### config.mk
export PLATFORM = sky130hd
export DESIGN_NAME = iec_cmd_exec
export DESIGN_NICKNAME = d
export VERILOG_FILES = /design/src/iec_pkg.sv /design/src/iec_vec_if.sv /design/src/iec_cmd_exec.sv /design/src/iec_vec_mem.sv
export VERILOG_INCLUDE_DIRS = /design/src /design/src/src
export SDC_FILE = /design/constraint.sdc
export NUM_CORES = 1
export LEC_CHECK = 0
export ABC_AREA = 1
export BUFFER_PORTS_ARGS = -buffer_cell sky130_fd_sc_hd__buf_2
export CORE_ASPECT_RATIO = 1.5
export CORE_MARGIN = 3
export CORE_UTILIZATION = 23
export CTS_CLUSTER_SIZE = 14
export DETAILED_ROUTE_END_ITERATION = 6
export GPL_TIMING_DRIVEN = 0
export PLACE_DENSITY = 0.37
export REMOVE_ABC_BUFFERS = 1
export SLEW_MARGIN = 20
export SYNTH_ARGS = -nofsm -noshare
export SYNTH_HDL_FRONTEND = slang
export SYNTH_SLANG_ARGS = --single-unit
export TNS_END_PERCENT = 50
### constraint.sdc
create_clock -name core_clk_i -period 7.3 [get_ports core_clk_i]
set_clock_uncertainty 0.15 [all_clocks]
set_input_delay 0.73 -clock core_clk_i [delete_from_list [all_inputs] [get_ports core_clk_i]]
set_output_delay 0.73 -clock core_clk_i [all_outputs]
set_load 0.005 [all_outputs]
### src/iec_map.svh
// Constants for the interrupt and event command executor: opcodes, status codes, sizes.
// Included by bare name from every file that needs a number.
`ifndef IEC_MAP_SVH
`define IEC_MAP_SVH

// ---------------------------------------------------------------
// Opcodes
// ---------------------------------------------------------------
`define IEC_OP_IRQ_ENABLE 8'h19
`define IEC_OP_IRQ_DISABLE 8'h1a
`define IEC_OP_VECTOR_DEFINE 8'h25
`define IEC_OP_IRQ_RETURN 8'h26
`define IEC_OP_USER_FIRST 8'h40
`define IEC_OP_USER_LAST 8'h47
`define IEC_OP_POS_REACHED 8'h8a

// ---------------------------------------------------------------
// Field values and status codes
// ---------------------------------------------------------------
`define IEC_IRQ_GLOBAL 8'hff
`define IEC_PR_TYPE_PERSIST_BIT 0
`define IEC_MOTOR_MASK 8'h01
`define IEC_ST_OK 8'h64
`define IEC_ST_POS_REACHED 8'h80
`define IEC_ST_INVALID_CMD 8'h02

// ---------------------------------------------------------------
// Sizes
// ---------------------------------------------------------------
`define IEC_NUM_IRQ 16
`define IEC_IRQ_IDX_W 4
`define IEC_ADDR_W 16

`endif

### src/iec_pkg.sv
// Types shared by the interrupt and event command executor.
// Assumes iec_map.svh is on the include path.
`default_nettype none
`include "iec_map.svh"

package iec_pkg;
   typedef enum logic [2:0] {
      ST_IDLE = 3'h1,
      ST_VEC_RD = 3'h2,
      ST_UF_WAIT = 3'h4
   } iec_state_e;

   typedef logic [`IEC_NUM_IRQ-1:0] iec_irq_vec_t;
   typedef logic [`IEC_IRQ_IDX_W-1:0] iec_irq_idx_t;
   typedef logic [`IEC_ADDR_W-1:0] iec_addr_t;
endpackage

`default_nettype wire

### src/iec_vec_if.sv
// Port bundle between the executor and its vector table.
// Assumes a single clock shared by both ends.
`default_nettype none

interface iec_vec_if;
   logic wr_en;
   iec_pkg::iec_irq_idx_t wr_idx;
   iec_pkg::iec_addr_t wr_addr;
   iec_pkg::iec_irq_idx_t rd_idx;
   iec_pkg::iec_addr_t rd_addr;
   modport ctrl (output wr_en, output wr_idx, output wr_addr, output rd_idx, input rd_addr);
   modport mem (input wr_en, input wr_idx, input wr_addr, input rd_idx, output rd_addr);
endinterface

`default_nettype wire

### src/iec_cmd_exec.sv
// Interrupt and event command executor for a stepper module command interpreter.
// Assumes decoded command words, context and motion events all arrive on core_clk_i.
`default_nettype none
`include "iec_map.svh"

// Summary of operation
// RL1 - Opcode 26 disables the typed interrupt source
// RL2 - Disable with number 255 clears global enable
// RL3 - Direct mode replies status 100 for these
// RL4 - Opcode 37 stores handler address for interrupt
// RL5 - Redefining a vector overwrites the old one
// RL6 - Vector and return used only in programs; code also runs them in direct mode, reply 100
// RL7 - Opcode 38 restores saved context, resumes execution
// RL8 - Handlers end with return, no fall-through
// RL9 - Opcodes 64..71 are user functions, reply 100
// RL10 - Opcode 138 gives immediate and deferred replies
// RL11 - Value field is motor mask, bit 0
// RL12 - Host sets value field to 1
// RL13 - Type 0 next move only, 1 every move
// RL14 - Host should prefer persistent type 1
// RL15 - Position request accepted only in direct mode
// RL16 - Deferred reply: status 128, command 138, mask
// RL17 - Opcode 25 enables source; 255 enables globally
// RL18 - Taking interrupt saves context, jumps to vector
// RL19 - Dispatch needs source and global enable
module iec_cmd_exec (
   // Clock and reset
   input wire logic core_clk_i,
   input wire logic sys_rst_i,
   // Command in
   input wire logic cmd_valid_i,
   output logic cmd_ready_o,
   input wire logic cmd_direct_i,
   input wire logic [7:0] cmd_op_i,
   input wire logic [7:0] cmd_type_i,
   input wire logic [7:0] cmd_motor_i,
   input wire logic [31:0] cmd_value_i,
   // Reply out
   output logic rep_valid_o,
   input wire logic rep_ready_i,
   output logic [7:0] rep_status_o,
   output logic [7:0] rep_cmd_o,
   output logic [31:0] rep_value_o,
   // Interrupt sources and program context
   input wire logic [`IEC_NUM_IRQ-1:0] irq_pulse_i,
   input wire logic [31:0] ctx_acc_i,
   input wire logic [31:0] ctx_x_i,
   input wire logic [7:0] ctx_flags_i,
   input wire logic [15:0] ctx_pc_i,
   output logic jump_o,
   output logic [15:0] jump_addr_o,
   output logic restore_o,
   output logic [31:0] restore_acc_o,
   output logic [31:0] restore_x_o,
   output logic [7:0] restore_flags_o,
   output logic [15:0] restore_pc_o,
   // User function engine
   output logic uf_start_o,
   output logic [2:0] uf_index_o,
   output logic [7:0] uf_type_o,
   output logic [7:0] uf_motor_o,
   output logic [31:0] uf_value_o,
   input wire logic uf_done_i,
   input wire logic [31:0] uf_result_i,
   // Motion events
   input wire logic move_to_position_cmd_i,
   input wire logic pos_reached_i
);
   // ---------------------------------------------------------------
   // Helpers
   // ---------------------------------------------------------------
   function automatic logic is_user_op(input logic [7:0] op);
      is_user_op = (op >= `IEC_OP_USER_FIRST) && (op <= `IEC_OP_USER_LAST);
   endfunction

   function automatic iec_pkg::iec_irq_idx_t lowest_set(input iec_pkg::iec_irq_vec_t v);
      lowest_set = '0;
      for (int i = `IEC_NUM_IRQ - 1; i >= 0; i--) begin
         if (v[i]) begin
            lowest_set = iec_pkg::iec_irq_idx_t'(i);
         end
      end
   endfunction

   function automatic logic is_source(input logic [7:0] num);
      is_source = (num < 8'(`IEC_NUM_IRQ));
   endfunction

   iec_pkg::iec_state_e state_reg;
   iec_pkg::iec_irq_vec_t irq_en_reg, pend_reg, vec_def_reg, eligible, take_mask;
   iec_pkg::iec_irq_idx_t take_idx;
   logic glob_en_reg, in_handler_reg, accept, take, uf_direct_reg;
   logic pr_armed_reg, pr_persist_reg, track_reg, def_pend_reg, def_load;
   logic [7:0] pr_mask_reg, trk_mask_reg, def_mask_reg;
   logic [31:0] sav_acc_reg, sav_x_reg;
   logic [7:0] sav_flags_reg;
   logic [15:0] sav_pc_reg;
   logic op_ei, op_di, op_vector_define_cmd, op_irq_return_cmd, op_uf, op_pr;

   iec_vec_if vif ();

   iec_vec_mem u_vec_mem (
      .core_clk_i(core_clk_i),
      .sys_rst_i(sys_rst_i),
      .vif(vif.mem)
   );

   // ---------------------------------------------------------------
   // Decode
   // ---------------------------------------------------------------
   // Deferred reply goes first so position events are never starved by commands
   assign cmd_ready_o = (state_reg == iec_pkg::ST_IDLE) && !rep_valid_o && !def_pend_reg;
   assign accept = cmd_valid_i && cmd_ready_o;
   assign op_ei = accept && (cmd_op_i == `IEC_OP_IRQ_ENABLE);
   assign op_di = accept && (cmd_op_i == `IEC_OP_IRQ_DISABLE);
   assign op_vector_define_cmd = accept && (cmd_op_i == `IEC_OP_VECTOR_DEFINE);
   assign op_irq_return_cmd = accept && (cmd_op_i == `IEC_OP_IRQ_RETURN);
   assign op_uf = accept && is_user_op(cmd_op_i);
   assign op_pr = accept && cmd_direct_i && (cmd_op_i == `IEC_OP_POS_REACHED); // RL15

   // ---------------------------------------------------------------
   // Enables and vector table
   // ---------------------------------------------------------------
   always_ff @(posedge core_clk_i) begin
      if (sys_rst_i) begin
         irq_en_reg <= '0;
         glob_en_reg <= 1'b0;
      end else if (op_ei) begin
         if (cmd_type_i == `IEC_IRQ_GLOBAL) begin
            glob_en_reg <= 1'b1; // RL17
         end else if (is_source(cmd_type_i)) begin
            irq_en_reg[cmd_type_i[`IEC_IRQ_IDX_W-1:0]] <= 1'b1; // RL17
         end
      end else if (op_di) begin
         if (cmd_type_i == `IEC_IRQ_GLOBAL) begin
            glob_en_reg <= 1'b0; // RL2
         end else if (is_source(cmd_type_i)) begin
            irq_en_reg[cmd_type_i[`IEC_IRQ_IDX_W-1:0]] <= 1'b0; // RL1
         end
      end
   end

   // Write and lookup never collide: a dispatch is never started in an accept cycle
   assign vif.wr_en = op_vector_define_cmd && is_source(cmd_type_i); // RL4 RL5
   assign vif.wr_idx = cmd_type_i[`IEC_IRQ_IDX_W-1:0];
   assign vif.wr_addr = cmd_value_i[`IEC_ADDR_W-1:0]; // RL4
   assign vif.rd_idx = take_idx;

   always_ff @(posedge core_clk_i) begin
      if (sys_rst_i) begin
         vec_def_reg <= '0;
      end else if (vif.wr_en) begin
         vec_def_reg[vif.wr_idx] <= 1'b1;
      end
   end

   // ---------------------------------------------------------------
   // Interrupt dispatch
   // ---------------------------------------------------------------
   // Sources without a vector stay pending until one is defined
   assign eligible = pend_reg & irq_en_reg & vec_def_reg;
   assign take = glob_en_reg && (|eligible) && !in_handler_reg
      && (state_reg == iec_pkg::ST_IDLE) && !accept; // RL19
   assign take_idx = lowest_set(eligible);
   assign take_mask = take ? (iec_pkg::iec_irq_vec_t'(1) << take_idx) : '0;

   // A new event in the cycle it is taken stays pending
   always_ff @(posedge core_clk_i) begin
      if (sys_rst_i) begin
         pend_reg <= '0;
      end else begin
         pend_reg <= (pend_reg & ~take_mask) | irq_pulse_i;
      end
   end

   always_ff @(posedge core_clk_i) begin
      if (sys_rst_i) begin
         state_reg <= iec_pkg::ST_IDLE;
      end else begin
         case (state_reg)
            iec_pkg::ST_IDLE: begin
               if (op_uf) begin
                  state_reg <= iec_pkg::ST_UF_WAIT;
               end else if (take) begin
                  state_reg <= iec_pkg::ST_VEC_RD;
               end
            end
            iec_pkg::ST_VEC_RD: begin
               state_reg <= iec_pkg::ST_IDLE;
            end
            iec_pkg::ST_UF_WAIT: begin
               if (uf_done_i) begin
                  state_reg <= iec_pkg::ST_IDLE;
               end
            end
            default: begin
               state_reg <= iec_pkg::ST_IDLE;
            end
         endcase
      end
   end

   always_ff @(posedge core_clk_i) begin
      if (sys_rst_i) begin
         sav_acc_reg <= '0;
         sav_x_reg <= '0;
         sav_flags_reg <= '0;
         sav_pc_reg <= '0;
         in_handler_reg <= 1'b0;
      end else if (take) begin
         sav_acc_reg <= ctx_acc_i; // RL18
         sav_x_reg <= ctx_x_i;
         sav_flags_reg <= ctx_flags_i;
         sav_pc_reg <= ctx_pc_i;
         in_handler_reg <= 1'b1;
      end else if (op_irq_return_cmd) begin
         in_handler_reg <= 1'b0; // RL7
      end
   end

   always_ff @(posedge core_clk_i) begin
      if (sys_rst_i) begin
         jump_o <= 1'b0;
         jump_addr_o <= '0;
      end else begin
         jump_o <= (state_reg == iec_pkg::ST_VEC_RD); // RL18
         if (state_reg == iec_pkg::ST_VEC_RD) begin
            jump_addr_o <= vif.rd_addr;
         end
      end
   end

   // A return outside a handler still replays the last saved context
   always_ff @(posedge core_clk_i) begin
      if (sys_rst_i) begin
         restore_o <= 1'b0;
         restore_acc_o <= '0;
         restore_x_o <= '0;
         restore_flags_o <= '0;
         restore_pc_o <= '0;
      end else begin
         restore_o <= op_irq_return_cmd; // RL7
         if (op_irq_return_cmd) begin
            restore_acc_o <= sav_acc_reg;
            restore_x_o <= sav_x_reg;
            restore_flags_o <= sav_flags_reg;
            restore_pc_o <= sav_pc_reg;
         end
      end
   end

   // ---------------------------------------------------------------
   // User functions
   // ---------------------------------------------------------------
   always_ff @(posedge core_clk_i) begin
      if (sys_rst_i) begin
         uf_start_o <= 1'b0;
         uf_index_o <= '0;
         uf_type_o <= '0;
         uf_motor_o <= '0;
         uf_value_o <= '0;
         uf_direct_reg <= 1'b0;
      end else begin
         uf_start_o <= op_uf; // RL9
         if (op_uf) begin
            uf_index_o <= cmd_op_i[2:0];
            uf_type_o <= cmd_type_i;
            uf_motor_o <= cmd_motor_i;
            uf_value_o <= cmd_value_i;
            uf_direct_reg <= cmd_direct_i;
         end
      end
   end

   // ---------------------------------------------------------------
   // Position reached event
   // ---------------------------------------------------------------
   always_ff @(posedge core_clk_i) begin
      if (sys_rst_i) begin
         pr_armed_reg <= 1'b0;
         pr_persist_reg <= 1'b0;
         pr_mask_reg <= '0;
      end else if (op_pr) begin
         pr_armed_reg <= 1'b1;
         pr_persist_reg <= cmd_type_i[`IEC_PR_TYPE_PERSIST_BIT]; // RL13
         pr_mask_reg <= cmd_value_i[7:0] & `IEC_MOTOR_MASK; // RL11
      end else if (move_to_position_cmd_i && !pr_persist_reg) begin
         pr_armed_reg <= 1'b0; // RL13
      end
   end

   always_ff @(posedge core_clk_i) begin
      if (sys_rst_i) begin
         track_reg <= 1'b0;
         trk_mask_reg <= '0;
      end else if (move_to_position_cmd_i && pr_armed_reg) begin
         track_reg <= 1'b1;
         trk_mask_reg <= pr_mask_reg;
      end else if (pos_reached_i) begin
         track_reg <= 1'b0;
      end
   end

   // Set wins over the load that clears it
   assign def_load = def_pend_reg && !rep_valid_o && (state_reg == iec_pkg::ST_IDLE);

   always_ff @(posedge core_clk_i) begin
      if (sys_rst_i) begin
         def_pend_reg <= 1'b0;
         def_mask_reg <= '0;
      end else if (pos_reached_i && track_reg) begin
         def_pend_reg <= 1'b1; // RL10
         def_mask_reg <= trk_mask_reg;
      end else if (def_load) begin
         def_pend_reg <= 1'b0;
      end
   end

   // ---------------------------------------------------------------
   // Reply
   // ---------------------------------------------------------------
   // Stored-program commands produce no reply
   always_ff @(posedge core_clk_i) begin
      if (sys_rst_i) begin
         rep_valid_o <= 1'b0;
         rep_status_o <= '0;
         rep_cmd_o <= '0;
         rep_value_o <= '0;
      end else if (def_load) begin
         rep_valid_o <= 1'b1;
         rep_status_o <= `IEC_ST_POS_REACHED; // RL16
         rep_cmd_o <= `IEC_OP_POS_REACHED;
         rep_value_o <= {24'h0, def_mask_reg};
      end else if (accept && cmd_direct_i && !op_uf) begin
         rep_valid_o <= 1'b1;
         rep_cmd_o <= cmd_op_i;
         rep_value_o <= op_pr ? {24'h0, cmd_value_i[7:0]} : '0; // RL10
         if (op_ei || op_di || op_vector_define_cmd || op_irq_return_cmd || op_pr) begin
            rep_status_o <= `IEC_ST_OK; // RL3
         end else begin
            rep_status_o <= `IEC_ST_INVALID_CMD;
         end
      end else if ((state_reg == iec_pkg::ST_UF_WAIT) && uf_done_i && uf_direct_reg) begin
         rep_valid_o <= 1'b1;
         rep_status_o <= `IEC_ST_OK; // RL9
         rep_cmd_o <= {5'h08, uf_index_o};
         rep_value_o <= uf_result_i;
      end else if (rep_ready_i) begin
         rep_valid_o <= 1'b0;
      end
   end
endmodule

`default_nettype wire

### src/iec_vec_mem.sv
// Interrupt vector table: one handler entry address per interrupt number.
// Read data are registered, so a lookup costs one clock.
`default_nettype none
`include "iec_map.svh"

module iec_vec_mem (
   // Clock and reset
   input wire logic core_clk_i,
   input wire logic sys_rst_i,
   // Table port
   iec_vec_if.mem vif
);
   iec_pkg::iec_addr_t table_reg [`IEC_NUM_IRQ];

   // Later writes simply replace the entry
   always_ff @(posedge core_clk_i) begin
      if (vif.wr_en) begin
         table_reg[vif.wr_idx] <= vif.wr_addr;
      end
   end

   always_ff @(posedge core_clk_i) begin
      if (sys_rst_i) begin
         vif.rd_addr <= '0;
      end else begin
         vif.rd_addr <= table_reg[vif.rd_idx];
      end
   end
endmodule

`default_nettype wire

==> metrics.yaml <==
status: "complete, no violations"
grt_overflow_total: 0
die_w_um: 268
power_density_nw_per_um2: 244
clock-sinks: 623
yosysTopAreaCellShare_pct: 32.3
synth_common_cells: "dfxtp_1, nor2_1, nand3_1"
wl_per_cell_um: 20.8
fin_cells: 4265
hold_violations: 0
die_height_um: 400
maxSlewViolCount: 0
clockBufferDepth: 3
setup_viol_count_final: 0
final_nets: 3085
dieArea_sq_um: 107000
worstSkewPairLatency_ns: 0.64
grt_util_all_layers_pct: 16.3
vias: 19300
async_flop_share_pct: 0
antenna_found_initial: 38
worst_slew_pin_slew_ns: 1.05
synth.yosys.seq_area_share_pct: 63.3
drt-initial-drc-count: 1201
port_buffers: 404
cts_setup_buffers: 0
rsz0062_at_grt: "false"
crit_chain: "nand3_2, nand2_4, nand2_4, buf_16, nand2_4, buf_12, nand3_1, nand3_1, nand3_1, a21oi_1"
grt_pass1_wl_um: 129000
ctsResizeCount: 0
clockRootBuffer: "clkbuf_16"
post-synth-top-area-cell: "edfxtp_1"
synth-edff-count: 256
cp_slowest_cell: "nand2_4"
fillers: 10800
grt_max_degree: 150
relSlewSlack_pct: 30.1
critical_path_peak_fanout: 45
yosysWarnings: 0
drive_gt1_share_pct: 20.2
drcViolationCount: 0
coreArea_sq_um: 102000
vias_per_cell: 4.52
grt_pass1_vias: 19300
dp_cells: 4118
syn_area_sq_um: 23800
synth.most_common_cell: "dfxtp_1"
drt_wl_total_um: 88800
drt.antenna.violating_nets: 0
htree_levels: 3
ioPinCount: 408
numCtsBuffers: 70
post-route-util_pct: 29.3
max_freq_mhz: 218
hold-worst-slack_ns: 0.183
clk_pin_slew_ns: 0.06
critical_path_required_ns: 7.69
rows: 143
syn_to_final_growth_pct: 25.7
yosys-top-cells-area: "edfxtp_1, dfxtp_1, nand3_1"
place.gp.congestion: 0.784
syn_avg_cell_area_sq_um: 9.37
rrSetupSlack_ns: 2.72
dr.pass1.iters: 5
postSynthCellCount: 2536
largest_reg_flops: 256
yosysUniqueCellTypes: 40
cp-start-kind: "register"
cp-end-kind: "register"
hpwlAfterDp_um: 58500
total_leakage_power_nw: 12.1
min_path_type: "in -> reg"
p_total_mw: 7.29
crit_path_max_incr_delay_ns: 0.99
irDropWorstVdd_mv: 0.171
start_util_pct: 23.3
crit_arrival_ns: 4.97
min_period_ns: 4.58
ys_ff_latch: 623
fin_crit_sh_pct: 62.7
synth_ff_type: "dfxtp_1"
crit_type: "reg -> reg"
maxCapViolations: 0
postCtsHoldBufs: 0
cts_tree: "built"
==> critical path: cells and delay by family (launching register included) <==
kind / cells / cell delay [ns]
AND/OR/NAND/NOR: 7 / 2.97
flip-flops: 1 / 0.40
AO/OA/AOI/OAI: 1 / 0.26
buffers and inverters: 2 / 0.62
==> logic make-up after synthesis <==
kind of cell           count (synthesis)  synth area share (%)
AOI/OAI and AO/OA                    460                  10.2
and+or+nand+nor                     1055                  19.8
other                                  1                0.0158
DFF                                  623                  63.3
buffers and inverters                397                  6.81
==> metal layers <==
metal | wire (um) | track usage [%] | up-vias
met5 | 191 | 0 | -
met4 | 2890 | 5.93 | 30
met3 | 7860 | 5.84 | 158
met2 | 43000 | 27.9 | 631
met1 | 34900 | 18.7 | 9136
li1 | - | - | 9317
==> per-stage QoR <==
step | setup slack (ns) | TNS, ns | instance area [sq um]
detailed placement | 2.58 | 0 | 27600
global route | 2.32 | 0 | 29800
floorplan | 0.573 | 0 | 23000
global placement | -6.29 | -770.16 | 26700
finish | 2.72 | 0 | 29900
CTS | 2.58 | 0 | 29800
==> final cells by class <==
| class | count | area [sq um] | area share (%) |
|---|---|---|---|
| flip-flops and latches | 623 | 15000 | 50.3 |
| multi-input cells | 1518 | 7250 | 24.3 |
| repair buffers | 441 | 2850 | 9.53 |
| clock buffers | 103 | 2010 | 6.73 |
| well taps | 1305 | 1630 | 5.46 |
| inverters | 231 | 881 | 2.95 |
| clock inverters | 24 | 175 | 0.586 |
| diodes | 20 | 50.0 | 0.167 |
==> power breakdown <==
group          total (mW)  switching, mW  internal [mW]  leakage, nW
logic               0.214          0.141         0.0722         5.78
registers            3.65         0.0114           3.64         5.27
clock network        3.43           1.47           1.95         1.06
==> placed cells by master (no fill, tap or decap), types with 8 or more instances in the layout <==
cell       instances
buf_2            403
inv_1            210
clkbuf_16         73
nand3_1          309
edfxtp_1         256
clkinv_1           8
nand4_1           92
a21oi_1          167
o21a_1            16
diode_2           20
nor2_4            14
clkbuf_1          22
o21ai_0          256
dfxtp_1          367
buf_16            21
nor2_1           343
clkinv_2           8
inv_2             17
nand2_1          270
a211oi_1           9
==> path summary, 6_finish.rpt <==
path | from | end | depth (start not counted)
worst min-delay path | cmd_motor_i[0] | uf_motor_o[0] | 3
worst min register to register | sav_pc_reg[10] | restore_pc_o[10] | 2
worst max-delay path | pend_reg[2] | u_vec_mem.vif.rd_addr[2] | 10
worst max register to register | pend_reg[2] | u_vec_mem.vif.rd_addr[2] | 10
(Power assumes the default switching activity.)
